<file path="config.mk">
export PLATFORM = sky130hd
export DESIGN_NAME = gct_top
export DESIGN_NICKNAME = d
export VERILOG_FILES = /design/src/design/gct_pkg.sv /design/src/design/gct_top.sv
export SDC_FILE = /design/constraint.sdc
export NUM_CORES = 1
export LEC_CHECK = 0
export BUFFER_PORTS_ARGS = -buffer_cell sky130_fd_sc_hd__buf_2
export CAP_MARGIN = 20
export CORE_ASPECT_RATIO = 1.5
export CORE_UTILIZATION = 38
export CTS_BUF_LIST = sky130_fd_sc_hd__clkbuf_8
export DETAILED_ROUTE_END_ITERATION = 16
export SLEW_MARGIN = 20
export SYNTH_ARGS = -nofsm -noshare
export SYNTH_HDL_FRONTEND = slang
export SYNTH_SLANG_ARGS = --single-unit
</file>
<file path="constraint.sdc">
create_clock -name aclk -period 1.9 [get_ports aclk]
set_input_delay 0.095 -clock aclk [delete_from_list [all_inputs] [get_ports aclk]]
set_output_delay 0.095 -clock aclk [all_outputs]
set_load 0.01 [all_outputs]
</file>
<file path="src/design/gct_pkg.sv">
package gct_pkg;

  // ----------------------------------------------------------------------
  // Register map (byte addresses on the AXI4-Lite bus)
  // ----------------------------------------------------------------------
  localparam int unsigned ADDR_W         = 8;
  localparam logic [7:0]  RELOAD_OFS     = 8'h00;
  localparam logic [7:0]  CONTROL_OFS    = 8'h04;
  localparam logic [7:0]  REFRESH_OFS    = 8'h08;
  localparam logic [7:0]  COUNT_OFS      = 8'h0C;
  localparam logic [7:0]  STATUS_OFS     = 8'h10;

  // ----------------------------------------------------------------------
  // Field positions and reset values
  // ----------------------------------------------------------------------
  localparam int unsigned CNT_W          = 16;
  localparam int unsigned CTL_W          = 8;
  localparam int unsigned CTL_ENABLE_BIT = 0;
  localparam int unsigned CTL_SLEEP0_BIT = 2;
  localparam int unsigned CTL_WEEK_BIT   = 3;
  localparam int unsigned CTL_DEBUG_BIT  = 4;
  localparam int unsigned STS_EXPIRY_BIT = 0;
  localparam logic [7:0]  CTL_WR_MASK    = 8'h1D;
  localparam logic [15:0] RELOAD_RST     = 16'hFFFF;
  localparam logic [15:0] COUNT_RST      = 16'hFFFF;
  localparam logic [7:0]  CTL_RST        = 8'h00;

  // ----------------------------------------------------------------------
  // Timing: one count every 33 periods of the slow clock
  // ----------------------------------------------------------------------
  localparam int unsigned SLOW_PER_COUNT = 33;
  localparam int unsigned PRESC_W        = 6;
  localparam logic [5:0]  PRESC_LAST     = 6'(SLOW_PER_COUNT - 1);

  // ----------------------------------------------------------------------
  // AXI4-Lite responses
  // ----------------------------------------------------------------------
  localparam logic [1:0]  RESP_OKAY      = 2'h0;
  localparam logic [1:0]  RESP_SLVERR    = 2'h2;

endpackage : gct_pkg

</file>
<file path="src/design/gct_top.sv">
// Local design decision: the AXI4-Lite register port.
`timescale 1ns/1ps

// Summary of operation
// - Count logic advances on slow 32KHz clock edges
// - Register accesses never wait on slow clock
// - Load count, then enable; counting starts
// - Disable stops counting and gates slow clock
// - Underflow raises expiry and sets status flag
// - Reload on load write, kick, or expiry
// - Interval is load value down to zero
// - Decrement once every 33 slow periods
// - Enabled asserted hold input freezes counting
// - Hold release resumes from frozen count
// - Expiry output is a pulse
// - System reset restores all defaults except expiry flag
// - Expiry flag cleared by alternate reset or status write one
// - Expiry event cleared by system reset
// - Load register 16 bits RW, all ones
// - Control bit 4 holds on debug activity
// - Control bit 3 holds on week timer
// - Control bit 2 holds on sleep timer 0
// - Bit 0 enable, bit 1 reads zero
// - Kick register reloads when enabled, reads zero
// - Count register read-only, resets to ones
module gct_top
  import gct_pkg::*;
(
  input  wire logic              aclk,                  // Host clock
  input  wire logic              aresetn,               // System reset
  input  wire logic              keep_resetn,           // Alternate reset
  input  wire logic              slow_clk_in,           // 32KHz clock level
  input  wire logic              debug_active,          // Debug session on
  input  wire logic              week_timer_active,     // Week timer on
  input  wire logic              sleep_counter0_active, // Sleep timer 0 on
  input  wire logic [ADDR_W-1:0] s_axi_awaddr,          // Write address
  input  wire logic              s_axi_awvalid,         // Write addr valid
  output logic                   s_axi_awready,         // Write addr ready
  input  wire logic [31:0]       s_axi_wdata,           // Write data
  input  wire logic [3:0]        s_axi_wstrb,           // Byte enables
  input  wire logic              s_axi_wvalid,          // Write data valid
  output logic                   s_axi_wready,          // Write data ready
  output logic [1:0]             s_axi_bresp,           // Write response
  output logic                   s_axi_bvalid,          // Response valid
  input  wire logic              s_axi_bready,          // Response ready
  input  wire logic [ADDR_W-1:0] s_axi_araddr,          // Read address
  input  wire logic              s_axi_arvalid,         // Read addr valid
  output logic                   s_axi_arready,         // Read addr ready
  output logic [31:0]            s_axi_rdata,           // Read data
  output logic [1:0]             s_axi_rresp,           // Read response
  output logic                   s_axi_rvalid,          // Read data valid
  input  wire logic              s_axi_rready,          // Read data ready
  output logic                   expiry_event,          // Subsystem reset
  output logic                   expiry_flag            // Sticky status
);

  // ----------------------------------------------------------------------
  // State
  // ----------------------------------------------------------------------
  logic              awready_reg;
  logic              wready_reg;
  logic              bvalid_reg;
  logic [1:0]        bresp_reg;
  logic              arready_reg;
  logic              rvalid_reg;
  logic [1:0]        rresp_reg;
  logic [31:0]       rdata_reg;
  logic              aw_have_reg;
  logic              w_have_reg;
  logic [ADDR_W-1:0] waddr_reg;
  logic [31:0]       wdata_reg;
  logic [3:0]        wstrb_reg;
  logic [CNT_W-1:0]  reload_value_reg;
  logic [CTL_W-1:0]  control_reg;
  logic [CNT_W-1:0]  current_count_reg;
  logic [PRESC_W-1:0] presc_reg;
  logic              slow_prev_reg;
  logic              expiry_event_reg;
  logic              expiry_flag_reg;
  logic              expiry_flag_next;

  // ----------------------------------------------------------------------
  // Decode
  // ----------------------------------------------------------------------
  logic              wr_fire;
  logic              wr_reload;
  logic              wr_control;
  logic              wr_refresh;
  logic              wr_status;
  logic              wr_mapped;
  logic              guard_enable_bit;
  logic              hold_active;
  logic              running;
  logic              slow_edge;
  logic              count_step;
  logic              underflow;
  logic [CNT_W-1:0]  reload_merged;
  logic [CTL_W-1:0]  control_merged;
  logic [31:0]       rd_word;
  logic              rd_mapped;

  // A write is carried out once both address and data have been taken,
  // and only while no response is still waiting for the master.
  assign wr_fire    = aw_have_reg && w_have_reg && !bvalid_reg;
  assign wr_reload  = wr_fire && (waddr_reg == RELOAD_OFS);
  assign wr_control = wr_fire && (waddr_reg == CONTROL_OFS);
  assign wr_refresh = wr_fire && (waddr_reg == REFRESH_OFS);
  assign wr_status  = wr_fire && (waddr_reg == STATUS_OFS);
  assign wr_mapped  = wr_reload || wr_control || wr_refresh || wr_status
                      || (waddr_reg == COUNT_OFS);

  assign reload_merged[7:0]  = wstrb_reg[0] ? wdata_reg[7:0]
                                            : reload_value_reg[7:0];
  assign reload_merged[15:8] = wstrb_reg[1] ? wdata_reg[15:8]
                                            : reload_value_reg[15:8];
  assign control_merged      = wstrb_reg[0]
                               ? (wdata_reg[7:0] & CTL_WR_MASK)
                               : control_reg;

  // ----------------------------------------------------------------------
  // Counting conditions
  // ----------------------------------------------------------------------
  assign guard_enable_bit = control_reg[CTL_ENABLE_BIT];

  assign hold_active =
      (control_reg[CTL_DEBUG_BIT]  && debug_active)
   || (control_reg[CTL_WEEK_BIT]   && week_timer_active)
   || (control_reg[CTL_SLEEP0_BIT] && sleep_counter0_active);

  // The slow edge is only consumed while running, which is how the
  // counting clock is gated when disabled or held.
  assign running    = guard_enable_bit && !hold_active;
  assign slow_edge  = slow_clk_in && !slow_prev_reg;
  assign count_step = running && slow_edge
                      && (presc_reg == PRESC_LAST);
  assign underflow  = count_step
                      && (current_count_reg == '0);

  // ----------------------------------------------------------------------
  // Write address and data channels
  // ----------------------------------------------------------------------
  always_ff @(posedge aclk)
  begin
    if (!aresetn)
    begin
      awready_reg <= 1'b1;
      aw_have_reg <= 1'b0;
      waddr_reg   <= '0;
    end
    else if (s_axi_awvalid && awready_reg)
    begin
      awready_reg <= 1'b0;
      aw_have_reg <= 1'b1;
      waddr_reg   <= s_axi_awaddr;
    end
    else if (wr_fire)
    begin
      aw_have_reg <= 1'b0;
    end
    else if (bvalid_reg && s_axi_bready)
    begin
      awready_reg <= 1'b1;
    end
  end

  always_ff @(posedge aclk)
  begin
    if (!aresetn)
    begin
      wready_reg <= 1'b1;
      w_have_reg <= 1'b0;
      wdata_reg  <= '0;
      wstrb_reg  <= '0;
    end
    else if (s_axi_wvalid && wready_reg)
    begin
      wready_reg <= 1'b0;
      w_have_reg <= 1'b1;
      wdata_reg  <= s_axi_wdata;
      wstrb_reg  <= s_axi_wstrb;
    end
    else if (wr_fire)
    begin
      w_have_reg <= 1'b0;
    end
    else if (bvalid_reg && s_axi_bready)
    begin
      wready_reg <= 1'b1;
    end
  end

  // ----------------------------------------------------------------------
  // Write response
  // ----------------------------------------------------------------------
  // Writes finish in the host domain without looking at the slow clock.
  always_ff @(posedge aclk)
  begin
    if (!aresetn)
    begin
      bvalid_reg <= 1'b0;
      bresp_reg  <= RESP_OKAY;
    end
    else if (wr_fire)
    begin
      bvalid_reg <= 1'b1;
      bresp_reg  <= wr_mapped ? RESP_OKAY : RESP_SLVERR;
    end
    else if (s_axi_bready)
    begin
      bvalid_reg <= 1'b0;
    end
  end

  // ----------------------------------------------------------------------
  // Read channel
  // ----------------------------------------------------------------------
  always_comb
  begin
    rd_word   = '0;
    rd_mapped = 1'b1;
    unique case (s_axi_araddr)
      RELOAD_OFS:  rd_word[CNT_W-1:0] = reload_value_reg;
      CONTROL_OFS: rd_word[CTL_W-1:0] = control_reg;
      REFRESH_OFS: rd_word            = '0;
      COUNT_OFS:   rd_word[CNT_W-1:0] = current_count_reg;
      STATUS_OFS:  rd_word[STS_EXPIRY_BIT] = expiry_flag_reg;
      default:     rd_mapped          = 1'b0;
    endcase
  end

  always_ff @(posedge aclk)
  begin
    if (!aresetn)
    begin
      arready_reg <= 1'b1;
      rvalid_reg  <= 1'b0;
      rresp_reg   <= RESP_OKAY;
      rdata_reg   <= '0;
    end
    else if (s_axi_arvalid && arready_reg)
    begin
      arready_reg <= 1'b0;
      rvalid_reg  <= 1'b1;
      rresp_reg   <= rd_mapped ? RESP_OKAY : RESP_SLVERR;
      rdata_reg   <= rd_word;
    end
    else if (rvalid_reg && s_axi_rready)
    begin
      arready_reg <= 1'b1;
      rvalid_reg  <= 1'b0;
    end
  end

  // ----------------------------------------------------------------------
  // Load and control registers
  // ----------------------------------------------------------------------
  always_ff @(posedge aclk)
  begin
    if (!aresetn)
    begin
      reload_value_reg <= RELOAD_RST;
    end
    else if (wr_reload)
    begin
      reload_value_reg <= reload_merged;
    end
  end

  // Bit 1 and bits 7:5 are masked off, so they always read zero.
  always_ff @(posedge aclk)
  begin
    if (!aresetn)
    begin
      control_reg <= CTL_RST;
    end
    else if (wr_control)
    begin
      control_reg <= control_merged;
    end
  end

  // ----------------------------------------------------------------------
  // Slow clock sampling and prescaler
  // ----------------------------------------------------------------------
  always_ff @(posedge aclk)
  begin
    if (!aresetn)
    begin
      slow_prev_reg <= 1'b0;
    end
    else
    begin
      slow_prev_reg <= slow_clk_in;
    end
  end

  // Any reload restarts the 33-period step so every count lasts in full.
  always_ff @(posedge aclk)
  begin
    if (!aresetn)
    begin
      presc_reg <= '0;
    end
    else if (wr_reload || (wr_refresh && guard_enable_bit))
    begin
      presc_reg <= '0;
    end
    else if (running && slow_edge)
    begin
      if (presc_reg == PRESC_LAST)
      begin
        presc_reg <= '0;
      end
      else
      begin
        presc_reg <= presc_reg + 1'b1;
      end
    end
  end

  // ----------------------------------------------------------------------
  // Down-counter
  // ----------------------------------------------------------------------
  // While held or disabled the count simply stays, so counting resumes
  // from the same value once the hold lifts.
  always_ff @(posedge aclk)
  begin
    if (!aresetn)
    begin
      current_count_reg <= COUNT_RST;
    end
    else if (wr_reload)
    begin
      current_count_reg <= reload_merged;
    end
    else if (wr_refresh && guard_enable_bit)
    begin
      current_count_reg <= reload_value_reg;
    end
    else if (underflow)
    begin
      current_count_reg <= reload_value_reg;
    end
    else if (count_step)
    begin
      current_count_reg <= current_count_reg - 1'b1;
    end
  end

  // ----------------------------------------------------------------------
  // Expiry output and sticky status
  // ----------------------------------------------------------------------
  // The pulse spans one slow period: raised at the underflow edge and
  // dropped at the next slow edge, whether or not counting goes on.
  always_ff @(posedge aclk)
  begin
    if (!aresetn)
    begin
      expiry_event_reg <= 1'b0;
    end
    else if (underflow)
    begin
      expiry_event_reg <= 1'b1;
    end
    else if (slow_edge)
    begin
      expiry_event_reg <= 1'b0;
    end
  end

  // Write one to clear; a new expiry in the same cycle wins.
  assign expiry_flag_next =
      underflow
   || (expiry_flag_reg
       && !(wr_status && wstrb_reg[0] && wdata_reg[STS_EXPIRY_BIT]));

  always_ff @(posedge aclk)
  begin
    if (!keep_resetn)
    begin
      expiry_flag_reg <= 1'b0;
    end
    else
    begin
      expiry_flag_reg <= expiry_flag_next;
    end
  end

  // ----------------------------------------------------------------------
  // Outputs
  // ----------------------------------------------------------------------
  assign s_axi_awready = awready_reg;
  assign s_axi_wready  = wready_reg;
  assign s_axi_bvalid  = bvalid_reg;
  assign s_axi_bresp   = bresp_reg;
  assign s_axi_arready = arready_reg;
  assign s_axi_rvalid  = rvalid_reg;
  assign s_axi_rresp   = rresp_reg;
  assign s_axi_rdata   = rdata_reg;
  assign expiry_event  = expiry_event_reg;
  assign expiry_flag   = expiry_flag_reg;

endmodule : gct_top

</file>
==> qor.yml <==
outcome: "completed"
numCtsBuffers: 9
slew_viol_final: 0
place_hpwl_um: 10500
relSlewSlack: 0.558
area_growth_syn_to_layout_pct: 35.2
synth_flop_cell: "dfxtp_1"
top_usage_layer: "met2"
whs_path_depth: 3
cp_slowest_cell: "nor4_4"
antenna_left: 0
period_minus_slack_ps: 1900
gr-usage-all-layers: 0.223
core_area_mm2: 0.0121
fmax_ghz: 0.527
fin_util: 0.533
grtUsageMet2: 0.395
ys_top_cells_by_area: "dfxtp_1, nand2_1, mux2i_1, a21oi_1, nor2_1"
clk_latency_ps: 370
yosysMostFrequentCell: "dfxtp_1"
n_fill_cell: 1163
cellPowerDensity_mw_per_mm2: 651
ys_seq_elements: 96
dieArea_mm2: 0.0131
cp_max_fo: 6
vias_per_cell: 5.35
grt_start_max_net_pins: 44
antenna_found_initial: 0
critPathBufInv: 2
path_cells: "nor4_4, nand4_1, buf_6, o21ai_4, buf_6, nor4_2, nor3_1"
hold_path.class: "input pin to flip-flop"
fin_nets: 796
synthCells: 580
hold_violations: 0
cts_tree: "done"
met1_usage: 0.261
stdcell_count: 887
firstDrtPassIters: 5
rr_worst_depth: 7
syn_avg_cell_area_um2: 8.25
cp-start-kind: "flip-flop"
crit_arrival_ps: 2190
grt_pass1_vias: 4587
yosysWarnings: 0
slowest_delay_ps: 410
cap_violations: 0
rr_endpoint: "current_count_reg[7]"
num_vias: 4745
synth_area_mm2: 0.00479
gp_congestion: 0.866
std_cell_rows: 49
skew_ps: 10.3
synth_top_area_frac: 0.402
grt_pass1_wl_um: 22700
synth_edf_count: 0
critPathKind: "flip-flop to flip-flop"
crit_path_frequent_cell: "buf_6"
initial_core_util: 0.394
rsz0062_at_grt: "true"
synth_cell_types: 64
htree_levels: 3
drive_gt1_frac: 0.307
antenna_cells: 0
peakVddDrop_uv: 387
avgRoutedWirePerCell_um: 16.2
synth_common_cells: "dfxtp_1, nand2_1, a21oi_1, nor2_1, nor3_1"
use_met3: 0.0295
tightest_slew_ps: 662
grt_remaining_overflow: 0
dieHeight_um: 139
io_pins: 107
dp_cells: 831
endpoint_kind: "flip-flop"
drt_iter0_drc: 269
cts.clk_slew.worst_paths_ps: 90
min_to: "s_axi_rresp[1]"
cp_top_family: "simple AND/OR/NAND/NOR gates"
hp-start: "s_axi_araddr[4]"
setup_violations: 0
synth-seq-area-share: 0.402
cts.sinks: 96
clock_tree.buffer_depth: 2
post-route-period-util: 0.998
regArea_mm2: 0.00193
cp.required_ps: 2190
async_flop_share: 0
power.leakage_nw: 2.74
remaining_drc_errors: 0
io_buffer_count: 70
timing.rr.start: "current_count_reg[5]"
synth_area_leader_cell: "dfxtp_1"
multi_input_area_mm2: 0.00284
die_x_um: 93.6
routed_wl_um: 14300
clockRootBuffer: "clkbuf_8"
rrSetupSlack_ps: 4
cell usage in the layout, fill, tap and decap left out, drive strengths merged, types with 4 or more instances in the layout:
cell	instances
nand4	10
and3	13
xor2	5
nand3	21
a221oi	11
mux2i	26
nor3	29
conb	18
dlygate4sd3	31
a22oi	5
o21ai	27
nand2	84
nand2b	5
a211oi	4
and2	7
dfxtp	96
a22o	4
nor4	11
xnor2	7
buf	142
or4	6
nor2	46
mux2	5
a31oi	4
and3b	4
inv	13
a21oi	49
clkbuf	9
power breakdown:
part / total, mW / internal (mW) / switching, mW / leakage (nW)
Combinational: 0.545 / 0.248 / 0.297 / 1.85
Sequential: 2.13 / 2.08 / 0.0568 / 0.784
Clock: 1.54 / 0.757 / 0.778 / 0.108
layout make-up:
| cell class | count | area share |
|---|---|---|
| inverters | 11 | 0.00638 |
| clock buffers | 9 | 0.0191 |
| multi-input cells | 438 | 0.439 |
| clock inverters | 7 | 0.0161 |
| well taps | 153 | 0.0296 |
| flip-flops and latches | 96 | 0.299 |
| repair buffers | 173 | 0.191 |
cells by family after synthesis:
kind of cell | after synthesis | synth area share
xor gates and xnor gates | 12 | 0.0220
adders and majority gates | 3 | 0.00784
other | 1 | 0.000784
AOI/OAI and AO/OA | 127 | 0.169
and+or+nand+nor | 247 | 0.265
DFF | 96 | 0.402
buffers and inverters | 63 | 0.0677
muxes | 31 | 0.0661
how the worst max path moves through the flow:
stage                              start                     to  slack [ps]  cells after the start
detailed placement          presc_reg[0]  current_count_reg[13]        -150                      9
finish              current_count_reg[5]   current_count_reg[7]           4                      7
global placement    current_count_reg[9]  current_count_reg[13]        -110                      6
floorplan           current_count_reg[0]  current_count_reg[14]           9                      6
global route        current_count_reg[5]   current_count_reg[1]         -90                      7
CTS                 current_count_reg[4]  current_count_reg[13]          10                      7
repair_timing:
action	CTS	global route
endpoints found under the hold margin	31	0
setup buffers	1	7
setup endpoints to repair	15	19
pin swaps	5	24
gates cloned	1	0
hold buffers	31	0
resized for setup	16	46
worst register-to-register path: cells and delay by family (launching register included):
| family | cells | cell delay, ps |
|---|---|---|
| AND/OR/NAND/NOR | 4 | 880 |
| buffers and inverters | 2 | 380 |
| flip-flops | 1 | 370 |
| AO/OA/AOI/OAI | 1 | 190 |
metal layers:
layer | wire (µm) | share of wire
met5 | 0 | 0
met4 | 521 | 0.036
met3 | 457 | 0.032
met2 | 7450 | 0.52
met1 | 5920 | 0.41
stage by stage:
| step | total power, mW | setup slack [ps] | TNS [ps] | hold slack (ps) | cell area [µm²] |
|---|---|---|---|---|---|
| floorplan | 2.48 | 9.20 | 0 | 224 | 4860 |
| global placement | 2.63 | -113 | -680 | 339 | 5610 |
| detailed placement | 2.65 | -152 | -998 | 342 | 5610 |
| CTS | 4.23 | 12.5 | 0 | 22.8 | 6230 |
| global route | 4.40 | -85.7 | -773 | 51.0 | 6470 |
| finish | 4.21 | 4.09 | 0 | 41.7 | 6470 |
Power figures use the tool's default switching activity.
